[config.mk]
export PLATFORM = sky130hd
export DESIGN_NAME = sac_conv_ctrl
export DESIGN_NICKNAME = d
export VERILOG_FILES = /design/src/sac_pkg.sv /design/src/sac_clkdiv.sv /design/src/sac_sar.sv /design/src/sac_conv_ctrl.sv
export VERILOG_INCLUDE_DIRS = /design/src
export SDC_FILE = /design/constraint.sdc
export NUM_CORES = 1
export LEC_CHECK = 0
export BUFFER_PORTS_ARGS = -buffer_cell sky130_fd_sc_hd__buf_4
export CAP_MARGIN = 40
export CORE_AREA = 5 5 97 99
export DETAILED_ROUTE_END_ITERATION = 12
export DIE_AREA = 0 0 102 104
export GPL_ROUTABILITY_DRIVEN = 0
export PLACE_DENSITY = 0.8
export SLEW_MARGIN = 20
export SYNTH_ARGS = -nofsm -noshare
export SYNTH_HDL_FRONTEND = slang
export SYNTH_SLANG_ARGS = --single-unit
export TNS_END_PERCENT = 5
[constraint.sdc]
create_clock -name sys_clk_i -period 4.45 [get_ports sys_clk_i]
set_clock_uncertainty 0.05 [all_clocks]
set_input_delay 1.335 -clock sys_clk_i [delete_from_list [all_inputs] [get_ports sys_clk_i]]
set_output_delay 1.335 -clock sys_clk_i [all_outputs]
set_load 0.03 [all_outputs]
[src/sac_params.svh]
// named offsets, bit positions, reset values and counts for the converter control
// assumes: included by its bare name, before use, by every design file that uses its macros
`ifndef SAC_PARAMS_SVH
`define SAC_PARAMS_SVH

// ----------------------------------------
// register byte offsets on apb
// ----------------------------------------
`define SAC_ADDR_W       12
`define SAC_OFS_CTRL     12'h000
`define SAC_OFS_CFG      12'h004
`define SAC_OFS_RES_HI   12'h008
`define SAC_OFS_RES_LO   12'h00C
`define SAC_OFS_CHAN     12'h010
`define SAC_OFS_PAIR     12'h014

// ----------------------------------------
// reset values
// ----------------------------------------
`define SAC_CTRL_RST     8'h00
`define SAC_CFG_RST      8'hF8
`define SAC_CHAN_RST     4'h0
`define SAC_PAIR_RST     4'h0
`define SAC_RES_RST      8'h00

// ----------------------------------------
// sizes and counts
// ----------------------------------------
`define SAC_RES_BITS     10
`define SAC_DIV_BITS     5
`define SAC_CONV_CLKS    16
`define SAC_TRACK_LAST   2'h2
`define SAC_TEMP_BIT     3
`define SAC_LJ_PAD       6'h00

`endif

[src/sac_pkg.sv]
// types shared by the converter control and its helpers
// assumes: sac_params.svh is on the include path
package sac_pkg;

  // ----------------------------------------
  // sequencer states and start sources
  // ----------------------------------------
  typedef enum logic [3:0] {
    SAC_ST_IDLE  = 4'b0001,
    SAC_ST_TRACK = 4'b0010,
    SAC_ST_CONV  = 4'b0100,
    SAC_ST_DONE  = 4'b1000
  } sac_state_t;

  typedef enum logic [1:0] {
    SAC_CM_WRITE = 2'b00,
    SAC_CM_TMR3  = 2'b01,
    SAC_CM_PIN   = 2'b10,
    SAC_CM_TMR2  = 2'b11
  } sac_start_mode_t;

  // ----------------------------------------
  // register layouts, msb first
  // ----------------------------------------
  typedef struct packed {
    logic            converter_enable_bit;
    logic            track_mode_bit;
    logic            conversion_done_flag;
    logic            conversion_busy_bit;
    sac_start_mode_t start_mode;
    logic            window_flag;
    logic            left_justify_select;
  } sac_ctrl_t;

  typedef struct packed {
    logic [4:0] clock_divider_field;
    logic [2:0] gain_select_field;
  } sac_cfg_t;

  // ----------------------------------------
  // analog front-end controls
  // ----------------------------------------
  typedef struct packed {
    logic       power;
    logic       track;
    logic       convert;
    logic       temp_sel;
    logic [3:0] channel_address_field;
    logic [3:0] pair_config;
    logic [2:0] gain_select_field;
    logic [9:0] dac;
  } sac_analog_t;

endpackage

[src/sac_clkdiv.sv]
// conversion clock enable derived from the system clock
// assumes: run is low whenever no sequence is in progress
`timescale 1ns/10ps
`include "sac_params.svh"
module sac_clkdiv #(
  parameter int DIV_W = `SAC_DIV_BITS
) (
  // clock and reset
  input  wire logic             sys_clk_i,
  input  wire logic             rst_n_i,
  // control
  input  wire logic             run_i,
  input  wire logic [DIV_W-1:0] div_i,
  // enable pulse
  output logic                  tick_o
);
  logic [DIV_W:0] cnt_reg;
  wire  [DIV_W:0] limit = {div_i, 1'b1};
  wire            bypass = (div_i == '0);
  wire            wrap = (cnt_reg == limit);

  always_ff @(posedge sys_clk_i) begin
    if (!rst_n_i || !run_i) begin
      cnt_reg <= '0;
      tick_o  <= 1'b0;
    end else begin
      cnt_reg <= (wrap || bypass) ? '0 : cnt_reg + 1'b1;
      tick_o  <= wrap || bypass;
    end
  end
endmodule

[src/sac_sar.sv]
// bitwise successive-approximation engine, one decision per conversion tick
// assumes: cmp_i is high when the held input is at or above the trial level
`timescale 1ns/10ps
`include "sac_params.svh"
module sac_sar #(
  parameter int RES_W     = `SAC_RES_BITS,
  parameter int CONV_CLKS = `SAC_CONV_CLKS
) (
  // clock and reset
  input  wire logic             sys_clk_i,
  input  wire logic             rst_n_i,
  // sequencing
  input  wire logic             start_i,
  input  wire logic             tick_i,
  input  wire logic             cmp_i,
  // trial level and result
  output logic      [RES_W-1:0] trial_o,
  output logic                  done_o
);
  localparam int CW = $clog2(CONV_CLKS);
  logic [RES_W-1:0] mask_reg;
  logic [CW-1:0]    cnt_reg;
  logic             run_reg;
  wire              last = (cnt_reg == CW'(CONV_CLKS - 1));
  wire [RES_W-1:0]  kept = cmp_i ? trial_o : (trial_o & ~mask_reg);

  always_ff @(posedge sys_clk_i) begin
    if (!rst_n_i) begin
      trial_o  <= '0;
      mask_reg <= '0;
      cnt_reg  <= '0;
      run_reg  <= 1'b0;
      done_o   <= 1'b0;
    end else if (start_i) begin
      trial_o  <= {1'b1, {(RES_W-1){1'b0}}};
      mask_reg <= {1'b1, {(RES_W-1){1'b0}}};
      cnt_reg  <= '0;
      run_reg  <= 1'b1;
      done_o   <= 1'b0;
    end else if (run_reg && tick_i) begin
      // remaining ticks after the last bit pad out the conversion time
      if (mask_reg != '0) begin
        trial_o  <= kept | (mask_reg >> 1);
        mask_reg <= mask_reg >> 1;
      end
      cnt_reg <= cnt_reg + 1'b1;
      run_reg <= !last;
      done_o  <= last;
    end else begin
      done_o <= 1'b0;
    end
  end
endmodule

[src/sac_conv_ctrl.sv]
// control logic of the 10-bit successive-approximation converter, apb slave
// assumes: timer overflows are one-cycle pulses on sys_clk_i; analog front end outside
`timescale 1ns/10ps
`include "sac_params.svh"
module sac_conv_ctrl #(
  parameter int RES_W     = `SAC_RES_BITS,
  parameter int CONV_CLKS = `SAC_CONV_CLKS
) (
  // clock and reset
  input  wire logic                      sys_clk_i,
  input  wire logic                      rst_n_i,
  // apb slave
  input  wire logic                      psel_i,
  input  wire logic                      penable_i,
  input  wire logic                      pwrite_i,
  input  wire logic [`SAC_ADDR_W-1:0]    paddr_i,
  input  wire logic [31:0]               pwdata_i,
  output logic      [31:0]               prdata_o,
  output logic                           pready_o,
  output logic                           pslverr_o,
  // start sources and chip state
  input  wire logic                      tmr3_ovf_i,
  input  wire logic                      tmr2_ovf_i,
  input  wire logic                      external_start_pin_i,
  input  wire logic                      standby_i,
  // analog front end
  input  wire logic                      cmp_i,
  output sac_pkg::sac_analog_t           analog_o,
  // status
  output logic                           conv_irq_o,
  output logic                           busy_o
);
  import sac_pkg::*;

  // ----------------------------------------
  // apb address decode
  // ----------------------------------------
  function automatic logic [5:0] sac_decode(input logic [`SAC_ADDR_W-1:0] a);
    logic [5:0] hit;
    hit = 6'h00;
    if (a == `SAC_OFS_CTRL) begin
      hit = 6'h01;
    end else if (a == `SAC_OFS_CFG) begin
      hit = 6'h02;
    end else if (a == `SAC_OFS_RES_HI) begin
      hit = 6'h04;
    end else if (a == `SAC_OFS_RES_LO) begin
      hit = 6'h08;
    end else if (a == `SAC_OFS_CHAN) begin
      hit = 6'h10;
    end else if (a == `SAC_OFS_PAIR) begin
      hit = 6'h20;
    end
    return hit;
  endfunction

  // ----------------------------------------
  // state
  // ----------------------------------------
  sac_ctrl_t        ctrl_reg;
  sac_ctrl_t        ctrl_next;
  sac_cfg_t         cfg_reg;
  logic [3:0]       chan_reg;
  logic [3:0]       pair_reg;
  logic [7:0]       res_hi_reg;
  logic [7:0]       res_lo_reg;
  sac_state_t       state_reg;
  sac_state_t       state_next;
  logic [1:0]       trk_cnt_reg;
  logic             pin_s1_reg;
  logic             pin_s2_reg;
  logic             pin_s3_reg;
  logic             track_reg;
  logic             power_reg;
  logic             conv_reg;
  logic [3:0]       chan_out_reg;
  logic [3:0]       pair_out_reg;
  logic [2:0]       gain_out_reg;
  logic             tick;
  logic             sar_done;
  logic [RES_W-1:0] sar_val;

  // ----------------------------------------
  // apb transfer qualifiers
  // ----------------------------------------
  wire [5:0]      sel      = sac_decode(paddr_i);
  wire            setup    = psel_i & ~penable_i;
  wire            wr_fire  = psel_i & penable_i & pready_o & pwrite_i & ~pslverr_o;
  wire            wr_ctrl  = wr_fire & sel[0];
  wire            wr_cfg   = wr_fire & sel[1];
  wire            wr_chan  = wr_fire & sel[4];
  wire            wr_pair  = wr_fire & sel[5];
  wire sac_ctrl_t wr_val   = sac_ctrl_t'(pwdata_i[7:0]);
  wire [7:0]      rd_byte  = sel[0] ? 8'(ctrl_reg) :
                             sel[1] ? 8'(cfg_reg) :
                             sel[2] ? res_hi_reg :
                             sel[3] ? res_lo_reg :
                             sel[4] ? {4'h0, chan_reg} :
                             sel[5] ? {4'h0, pair_reg} : 8'h00;

  // ----------------------------------------
  // start source selection
  // ----------------------------------------
  sac_start_mode_t cm;
  assign cm = ctrl_reg.start_mode;
  wire enabled  = ctrl_reg.converter_enable_bit;
  wire low_pwr  = ctrl_reg.track_mode_bit;
  wire idle     = (state_reg == SAC_ST_IDLE);
  wire pin_rise = pin_s2_reg & ~pin_s3_reg;
  wire pin_low  = ~pin_s2_reg;
  wire sw_start = wr_ctrl & wr_val.conversion_busy_bit & (cm == SAC_CM_WRITE);
  wire trig     = (cm == SAC_CM_WRITE) ? sw_start :
                  (cm == SAC_CM_TMR3)  ? tmr3_ovf_i :
                  (cm == SAC_CM_PIN)   ? pin_rise : tmr2_ovf_i;
  // a start while tracking or converting is dropped, not queued
  wire start_ok = trig & enabled & idle;
  wire go_track = low_pwr & (cm != SAC_CM_PIN);
  wire trk_end  = tick & (trk_cnt_reg == `SAC_TRACK_LAST);
  wire in_seq   = (state_reg == SAC_ST_TRACK) | (state_reg == SAC_ST_CONV);
  wire sar_go   = (state_reg != SAC_ST_CONV) & (state_next == SAC_ST_CONV);
  wire busy_clr = (state_reg == SAC_ST_DONE) | ~enabled;
  wire busy_fall = ctrl_reg.conversion_busy_bit & busy_clr;

  // ----------------------------------------
  // result justification
  // ----------------------------------------
  wire       temp_ch = chan_out_reg[`SAC_TEMP_BIT];
  wire       diff    = ~temp_ch & pair_out_reg[chan_out_reg[2:1]];
  wire       sgn     = diff & sar_val[RES_W-1];
  wire [7:0] rj_hi   = {{6{sgn}}, sar_val[9:8]};
  wire [7:0] lj_lo   = {sar_val[1:0], `SAC_LJ_PAD};
  wire [7:0] hi_val  = ctrl_reg.left_justify_select ? sar_val[9:2] : rj_hi;
  wire [7:0] lo_val  = ctrl_reg.left_justify_select ? lj_lo : sar_val[7:0];
  wire       res_wr  = sar_done & (state_reg == SAC_ST_CONV);

  // ----------------------------------------
  // tracking decision
  // ----------------------------------------
  wire trk_lp   = (state_reg == SAC_ST_TRACK) | (idle & (cm == SAC_CM_PIN) & pin_low);
  wire trk_want = low_pwr ? trk_lp : idle;
  wire trk_next = enabled & ~standby_i & trk_want;

  // ----------------------------------------
  // sequencer
  // ----------------------------------------
  always_comb begin
    state_next = state_reg;
    case (state_reg)
      SAC_ST_IDLE: begin
        if (start_ok) begin
          state_next = go_track ? SAC_ST_TRACK : SAC_ST_CONV;
        end
      end
      SAC_ST_TRACK: begin
        if (trk_end) begin
          state_next = SAC_ST_CONV;
        end
      end
      SAC_ST_CONV: begin
        if (sar_done) begin
          state_next = SAC_ST_DONE;
        end
      end
      SAC_ST_DONE: begin
        state_next = SAC_ST_IDLE;
      end
      default: begin
        state_next = SAC_ST_IDLE;
      end
    endcase
    if (!enabled) begin
      state_next = SAC_ST_IDLE;
    end
  end

  // ----------------------------------------
  // control register next value
  // ----------------------------------------
  always_comb begin
    ctrl_next = ctrl_reg;
    if (wr_ctrl) begin
      ctrl_next = wr_val;
      // busy is owned by the sequencer, writing 0 does nothing
      ctrl_next.conversion_busy_bit = ctrl_reg.conversion_busy_bit;
      ctrl_next.window_flag = 1'b0;
    end
    if (start_ok) begin
      ctrl_next.conversion_busy_bit = 1'b1;
    end else if (busy_clr) begin
      ctrl_next.conversion_busy_bit = 1'b0;
    end
    // hardware set wins over a clear in the same cycle
    if (busy_fall) begin
      ctrl_next.conversion_done_flag = 1'b1;
    end
  end

  // ----------------------------------------
  // registers
  // ----------------------------------------
  always_ff @(posedge sys_clk_i) begin
    if (!rst_n_i) begin
      ctrl_reg <= sac_ctrl_t'(`SAC_CTRL_RST);
      cfg_reg  <= sac_cfg_t'(`SAC_CFG_RST);
      chan_reg <= `SAC_CHAN_RST;
      pair_reg <= `SAC_PAIR_RST;
    end else begin
      ctrl_reg <= ctrl_next;
      if (wr_cfg) begin
        cfg_reg <= sac_cfg_t'(pwdata_i[7:0]);
      end
      if (wr_chan) begin
        chan_reg <= pwdata_i[3:0];
      end
      if (wr_pair) begin
        pair_reg <= pwdata_i[3:0];
      end
    end
  end

  // mux and gain settings only move while nothing is in flight
  always_ff @(posedge sys_clk_i) begin
    if (!rst_n_i) begin
      chan_out_reg <= `SAC_CHAN_RST;
      pair_out_reg <= `SAC_PAIR_RST;
      gain_out_reg <= 3'h0;
    end else if (!ctrl_reg.conversion_busy_bit) begin
      chan_out_reg <= chan_reg;
      pair_out_reg <= pair_reg;
      gain_out_reg <= cfg_reg.gain_select_field;
    end
  end

  always_ff @(posedge sys_clk_i) begin
    if (!rst_n_i) begin
      res_hi_reg <= `SAC_RES_RST;
      res_lo_reg <= `SAC_RES_RST;
    end else if (res_wr) begin
      res_hi_reg <= hi_val;
      res_lo_reg <= lo_val;
    end
  end

  always_ff @(posedge sys_clk_i) begin
    if (!rst_n_i) begin
      state_reg   <= SAC_ST_IDLE;
      trk_cnt_reg <= 2'h0;
    end else begin
      state_reg   <= state_next;
      trk_cnt_reg <= (state_reg != SAC_ST_TRACK) ? 2'h0 : trk_cnt_reg + 2'(tick);
    end
  end

  // ----------------------------------------
  // pin synchroniser
  // ----------------------------------------
  always_ff @(posedge sys_clk_i) begin
    if (!rst_n_i) begin
      pin_s1_reg <= 1'b1; // pin idles high, no false edge after reset
      pin_s2_reg <= 1'b1;
      pin_s3_reg <= 1'b1;
    end else begin
      pin_s1_reg <= external_start_pin_i;
      pin_s2_reg <= pin_s1_reg;
      pin_s3_reg <= pin_s2_reg;
    end
  end

  // ----------------------------------------
  // analog controls and status outputs
  // ----------------------------------------
  always_ff @(posedge sys_clk_i) begin
    if (!rst_n_i) begin
      power_reg  <= 1'b0;
      track_reg  <= 1'b0;
      conv_reg   <= 1'b0;
      busy_o     <= 1'b0;
      conv_irq_o <= 1'b0;
    end else begin
      power_reg  <= enabled;
      track_reg  <= trk_next;
      conv_reg   <= (state_next == SAC_ST_CONV);
      busy_o     <= ctrl_next.conversion_busy_bit;
      conv_irq_o <= ctrl_next.conversion_done_flag;
    end
  end

  assign analog_o.power                 = power_reg;
  assign analog_o.track                 = track_reg;
  assign analog_o.convert               = conv_reg;
  assign analog_o.temp_sel              = chan_out_reg[`SAC_TEMP_BIT];
  assign analog_o.channel_address_field = chan_out_reg;
  assign analog_o.pair_config           = pair_out_reg;
  assign analog_o.gain_select_field     = gain_out_reg;
  assign analog_o.dac                   = sar_val;

  // ----------------------------------------
  // apb answer, one wait-free access cycle
  // ----------------------------------------
  always_ff @(posedge sys_clk_i) begin
    if (!rst_n_i) begin
      pready_o  <= 1'b0;
      pslverr_o <= 1'b0;
      prdata_o  <= 32'h0000_0000;
    end else begin
      pready_o  <= setup;
      pslverr_o <= setup & (sel == 6'h00);
      prdata_o  <= (setup && !pwrite_i) ? {24'h00_0000, rd_byte} : 32'h0000_0000;
    end
  end

  // ----------------------------------------
  // conversion clock and sar engine
  // ----------------------------------------
  sac_clkdiv #(
    .DIV_W (`SAC_DIV_BITS)
  ) u_clkdiv (
    .sys_clk_i (sys_clk_i),
    .rst_n_i   (rst_n_i),
    .run_i     (in_seq & enabled),
    .div_i     (cfg_reg.clock_divider_field),
    .tick_o    (tick)
  );

  // 16 ticks at the slowest divider is 1024 cycles, well inside 10 us
  sac_sar #(
    .RES_W     (RES_W),
    .CONV_CLKS (CONV_CLKS)
  ) u_sar (
    .sys_clk_i (sys_clk_i),
    .rst_n_i   (rst_n_i),
    .start_i   (sar_go),
    .tick_i    (tick),
    .cmp_i     (cmp_i),
    .trial_o   (sar_val),
    .done_o    (sar_done)
  );

endmodule

# --- Word level (Yosys, flattened, before mapping) ---
# Cells that the tools add are included.
op_classes:
  bitwise_logic: 42
  n_eq_ne: 18
  add_sub_neg: 3
  order_cmp: 1
  n_reduce_logical: 24
  mux: 39
op_table:
  columns: ["op", "n"]
  rows:
  - ["$mux W10", 7]
  - ["$mux W8", 6]
  - ["$mux W6", 7]
  - ["$and A1 B1 Y1", 27]
  - ["$eq A12 B4 Y1 const B", 2]
  - ["$eq A12 B5 Y1 const B", 2]
  - ["$mux W4", 6]
  - ["$eq A12 B3 Y1 const B", 1]
  - ["$logic_not A12 Y1", 1]
  - ["$pmux W4 S3", 1]
  - ["$and A10 B10 Y10", 1]
  - ["$mux W1", 10]
  - ["$not A10 Y10", 1]
  - ["$or A10 B9 Y10", 1]
  - ["$reduce_bool A10 Y1", 1]
  - ["$not A1 Y1", 9]
  - ["$eq A4 B3 Y1 const B", 2]
  - ["$eq A4 B4 Y1 const B", 2]
  - ["$reduce_bool A2 Y1", 4]
  - ["$add A6 B1 Y6 const B", 1]
  - ["$eq A6 B6 Y1", 1]
  - ["$logic_not A6 Y1", 1]
  - ["$reduce_and A2 Y1", 3]
  - ["$reduce_or A2 Y1", 3]
  - ["other kinds (19)", 27]
totals:
  output_inout_bits: 61
  in_bits: 54
  regBits: 129
  wordCells: 163

# --- Depth between registers and ports, before layout ---
logic_depth:
  word_depth: 20
  mapped_depth: 7
  mapped_depth_nobuf: 5

# --- Hierarchy ---
# A second synthesis with hierarchy kept.
unflattened:
  cells_unflattened: 533
  area_unflattened_um2: 4783.3
modules_own_cells:
  columns: ["module", "area_per_inst_um2", "seq_area_each_um2", "cells_each", "instances"]
  rows:
  - ["sac_conv_ctrl", 3472.1, 1441.4, 383, 1]
  - ["sac_sar", 984.7, 520.5, 114, 1]
  - ["sac_clkdiv", 326.6, 140.1, 36, 1]

# --- Worst setup path before layout ---
# Ideal clock, no wire load.
synth_path:
  path_kind: "input to register"
  start: "input paddr_i[2]"
  end: "register u_sar.cnt_reg[0]"
  slack_ns: 1.541
  required_ns: 4.283
  arrival_time_ns: 2.742
  setup_time_ns: 0.117
  cell_stages: 7
  cell_sequence: "buf_2 nor3_1 nand2_1 o31a_2 o21ai_2 buf_2 nor2_1"
synth_between:
  elab_chain_len: 18
synth_rtl:
  columns: ["item", "line", "rtl"]
  rows:
  - ["start, declared", "sac_conv_ctrl.sv:16", "input wire logic [`SAC_ADDR_W-1:0] paddr_i,"]
  - ["$eq A12 B5 Y1 (no line)", null, null]
  - ["$mux W6", "sac_conv_ctrl.sv:49", "end else if (a == `SAC_OFS_CHAN) begin"]
  - ["$mux W6", "sac_conv_ctrl.sv:47", "end else if (a == `SAC_OFS_RES_LO) begin"]
  - ["$mux W6", "sac_conv_ctrl.sv:45", "end else if (a == `SAC_OFS_RES_HI) begin"]
  - ["$mux W6", "sac_conv_ctrl.sv:43", "end else if (a == `SAC_OFS_CFG) begin"]
  - ["$mux W6 *", "sac_conv_ctrl.sv:41", "if (a == `SAC_OFS_CTRL) begin"]
  - ["$and A1 B1 Y1 *", "sac_conv_ctrl.sv:89", "wire wr_ctrl = wr_fire & sel[0];"]
  - ["$and A1 B1 Y1 * (2 in series)", "sac_conv_ctrl.sv:111", "wire sw_start = wr_ctrl & wr_val.conversion_busy_bit & (cm == SAC_CM_WRITE);"]
  - ["$mux W1 *", "sac_conv_ctrl.sv:112", "wire trig = (cm == SAC_CM_WRITE) ? sw_start :"]
  - ["$and A1 B1 Y1 * (2 in series)", "sac_conv_ctrl.sv:116", "wire start_ok = trig & enabled & idle;"]
  - ["$mux W4 *", "sac_conv_ctrl.sv:150", "if (start_ok) begin"]
  - ["$pmux W4 S3 *", "sac_conv_ctrl.sv:148", "case (state_reg)"]
  - ["$mux W4 *", "sac_conv_ctrl.sv:171", "if (!enabled) begin"]
  - ["$eq A4 B3 Y1 *", "sac_conv_ctrl.sv:120", "wire sar_go = (state_reg != SAC_ST_CONV) & (state_next == SAC_ST_CONV);"]
  - ["$and A1 B1 Y1 *", "sac_conv_ctrl.sv:120", null]
  - ["$reduce_or A2 Y1 (no line) *", null, null]
  - ["end signal, assigned", "sac_sar.sv:46", "cnt_reg <= cnt_reg + 1'b1;"]
  - ["end, declared", "sac_sar.sv:22", "logic [CW-1:0] cnt_reg;"]
# Every way passes the cells marked *; elsewhere a longest branch is shown, timed or not.
# A chain may end at the register's enable or synchronous reset.

# --- Final worst setup path ---
layout_path:
  start: "input paddr_i[9]"
  end: "register u_sar.mask_reg[9]"
layout_between:
  elab_chain_len: 19
layout_rtl:
  columns: ["item", "line", "rtl"]
  rows:
  - ["$eq A12 B5 Y1 (no line)", null, null]
  - ["$mux W6", "sac_conv_ctrl.sv:49", null]
  - ["$mux W6", "sac_conv_ctrl.sv:47", null]
  - ["$mux W6", "sac_conv_ctrl.sv:45", null]
  - ["$mux W6", "sac_conv_ctrl.sv:43", null]
  - ["$mux W6 *", "sac_conv_ctrl.sv:41", null]
  - ["$and A1 B1 Y1 *", "sac_conv_ctrl.sv:89", null]
  - ["$and A1 B1 Y1 * (2 in series)", "sac_conv_ctrl.sv:111", null]
  - ["$mux W1 *", "sac_conv_ctrl.sv:112", null]
  - ["$and A1 B1 Y1 * (2 in series)", "sac_conv_ctrl.sv:116", null]
  - ["$mux W4 *", "sac_conv_ctrl.sv:150", null]
  - ["$pmux W4 S3 *", "sac_conv_ctrl.sv:148", null]
  - ["$mux W4 *", "sac_conv_ctrl.sv:171", null]
  - ["$eq A4 B3 Y1 *", "sac_conv_ctrl.sv:120", null]
  - ["$and A1 B1 Y1 *", "sac_conv_ctrl.sv:120", null]
  - ["$reduce_bool A2 Y1 (no line)", null, null]
  - ["$reduce_and A2 Y1 (no line)", null, null]
  - ["end signal, assigned", "sac_sar.sv:36", "mask_reg <= {1'b1, {(RES_W-1){1'b0}}};"]
  - ["end signal, assigned", "sac_sar.sv:44", "mask_reg <= mask_reg >> 1;"]
  - ["end, declared", "sac_sar.sv:21", "logic [RES_W-1:0] mask_reg;"]
# Marked as above.

==> summary by stage <==
Synth
The Yosys step of the flow raised 0 warnings. The fraction of registers with async set or reset after synthesis is 0%. The average cell area after synthesis is approximately 9 um^2. The adder and majority gate portion of the synthesized area is less than 1%. By area, the combinational part of the netlist is dominated by simple AND/OR/NAND/NOR gates. The most common flop cell mapped by yosys is dfxtp_1. The fraction of post-synthesis cell area in the top cell type by area is 44.6%. By count the netlist is led by 105 x dfxtp_1, 64 x nand2_1, 48 x a21oi_1. The cell area that synthesis handed to floorplanning was ~0.0047 mm^2.

Synthesis inferred 105 register bits. The largest total area in the synthesized netlist belongs to dfxtp_1. The unique cell type count in the Yosys netlist is 56. Of the total synthesized cell area, the portion taken by XOR and XNOR cells is between 2 and 3%. The number of enable-type register cells in the synthesized netlist is 0.

The portion of synthesized area spent on multiplexers is 9.54%. After Yosys synthesis, and, or, nand and nor cells account for 21.8% of the synthesized area. The post-synthesis sequential area ratio is approximately 45%. Sorting the synthesized cells by area gives the leading types as dfxtp_1 45%, mux2i_1 7.9%, a21oi_1 5.1%. The instance count of the mapped netlist is roughly 530. The library cell with the highest instance count after synthesis is dfxtp_1. The synthesized-area fraction occupied by ao, oa, aoi and oai cells is 13.2%.

Timing
The highest clock frequency the design can meet is between 300 and 400 MHz. The actual transition at the worst max-transition pin is 0.801 ns. The setup TNS after final layout is 0 ns. The time the final worst path needs with I/O delays and setup is roughly 3.0 ns.

The max-slew violation total from the final report is 0. Setup repair after global routing left no endpoint under its margin. The final count of hold timing violations came to 0. The relative max-transition margin is 46.4%.

Dividing the final minimum period by the clock period gives roughly 67%. The final-report setup violation count is 0.

Drt
The remaining number of nets flagged by the antenna check after routing is 0. The total DRC errors in the routed layout is 0. The first detailed-routing pass ran for 5 iterations.

For this block, the initial DRC count from the detailed router was 265. The average wire per cell in the routed design is about 15 um. The routed layout has 3857 vias. The via density per instance is 5.61. The final wirelength is between 10 and 15 mm.

Place
Summing all placed instances gives a cell area of around 0.0051 mm^2. The number of placed instances, taps included, is between 600 and 700. The HPWL after detailed placement is around 7.6 mm. The quantity of I/O buffers inserted on ports is 66.

Global routing
The combined global-route utilization of all metal layers is a little under 20%. For this run the aggregate overflow at the end of global routing stands at 0. The number of global-route vias before repair is roughly 3.5k. The wire length of the first global-routing pass is ~17 mm. The pin count of the biggest net entering global routing is 40. The number of antenna violations at the first check in global routing is 0.

Layout
Compared with the post-synthesis result, the final layout area differs by 13.4%. The cell area after layout is 0.00534 mm^2. The final core utilization is 63.1%.

The antenna cell count is 0. After the flow finishes, the layout carries non-filler instances totaling 688. Fill cells in the final layout number 720. Summing all flip-flop and latch instances after layout gives ~0.0021 mm^2. Summing all multi-input logic gate instances after layout gives roughly 0.0023 mm^2. For this run, the post-layout net count is 632. In the final layout, the share of cells above drive strength 1 is 17.1%.

CTS
The tree is rooted in a clkbuf_8. The total clock sinks is between 100 and 150. The number of gates resized after CTS was 0.

Buffers inserted during clock tree synthesis total 9. Hold repair after CTS inserted 0 buffers. The clock tree from TritonCTS is done.

In this run the number of H-tree levels came out at 3. The setup fix buffers added after clock tree synthesis is 0. The clock input transition at the sequential cells of the worst setup and hold paths is 0.09 ns. The maximum buffer depth of the clock tree is 2.

The clock reaches the later pin of the worst-skew pair after 0.36 ns.

Setup path
Along the worst path, the maximum fanout reaches 8. The startpoint-to-endpoint class of the critical path is in2reg. The worst setup path is captured at a register. Data on the critical path is required at its endpoint by roughly 4.7 ns. The most critical setup path has its startpoint at paddr_i[9]. The startpoint identified for the worst register-to-register timing path is state_reg[1]$_SDFF_PN0_. The worst setup path is launched from an input pin.

STA puts the critical path data arrival time at around 3.2 ns.

Die
The die is roughly 100 um tall. After floorplanning, the core was divided into 34 placement rows. The die outline area is 0.0106 mm^2. The region available for standard cell placement spans roughly 0.0085 mm^2. In this run the count of I/O pins placed on the die edge is ~120. The effective utilization at floorplan is between 50% and 60%. The width of the die is between 100 and 150 um.

Pwr
The worst-case IR drop observed on VDD is about 0.22 mV. The standby leakage power is between 2 and 2.5 nW. Power spread over the standard cell area amounts to about 300 mW/mm^2. The design draws about 1.6 mW.

Worst hold path
The path class of the tightest hold or removal check is reg2reg. The hold path startpoint is pin_s1_reg$_SDFF_PN1_.

Status
The run finished with clean final reports.

Run
Max-cap violations in this run came to 0.
-- path summary, 6_finish.rpt --
path / to / slack [ns] / depth (start not counted)
max: u_sar.mask_reg[9]$_SDFFE_PN0P_ / 1.49 / 6
min: pin_s2_reg$_SDFF_PN1_ / 0.38 / 1
max reg2reg: u_sar.done_o$_SDFF_PP0_ / 2.16 / 6
min reg2reg: pin_s2_reg$_SDFF_PN1_ / 0.38 / 1
-- stage by stage --
step	hold slack, ns	worst slack, ns
2_1_floorplan	0.336	1.54
3_3_place_gp	0.344	1.16
3_5_place_dp	0.350	1.12
4_1_cts	0.390	1.49
5_1_grt	0.399	1.37
6_report	0.384	1.49
-- layout make-up --
cell class | count | area share (%)
timing repair buffer | 68 | 9.70
tap | 108 | 2.53
clock inverter | 5 | 1.03
clock buffer | 11 | 2.65
inverter | 11 | 0.773
sequential | 105 | 39.4
multi-input combinational | 380 | 44.0
-- critical path, cell delays in order --
cell      delay (ns)
buf_4           0.11
nor3_1          0.40
nand2_1         0.28
o31ai_1         0.45
nand3_1         0.30
a311oi_1        0.30
-- layout by cell type (no fill, tap or decap), types with 3 or more instances in the layout --
cell type,instances
and3_1,4
o22ai_1,3
ha_1,3
nor2_1,47
a22oi_1,5
nor3b_1,10
clkbuf_8,10
mux2_2,5
o21ai_0,18
nand2b_1,10
nand4_1,4
inv_1,11
nor3_1,6
nor2b_1,20
nor4_4,3
nand3_1,7
mux2i_1,37
conb_1,24
a311oi_1,3
nand2_1,64
or4_1,4
dfxtp_1,105
xnor2_1,4
a211oi_1,4
buf_4,67
xor2_1,10
a21oi_1,48
-- report_power, final --
group          internal, mW  switching (mW)  total, mW
clock network         0.274           0.302      0.575
logic                0.0279          0.0631     0.0910
registers             0.940        0.000698      0.941
-- per-layer routing --
layer / global-route usage [%] / share of wire, %
met1: 25.7 / 43
met2: 31.8 / 47
met3: 5.10 / 8.6
met4: 3.56 / 1.1
met5: 0 / 0
-- kinds of logic (layout without fill, tap and decap cells) --
logic type,Yosys count,in the layout
buffers and inverters,63,95
other,1,24
AND/OR/NAND/NOR,195,195
AO/OA/AOI/OAI,101,101
XOR/XNOR,14,14
flip-flops,105,105
multiplexers,43,43
adder cells (fa/ha/maj),3,3
No activity file was read; power rests on OpenSTA's default activity.
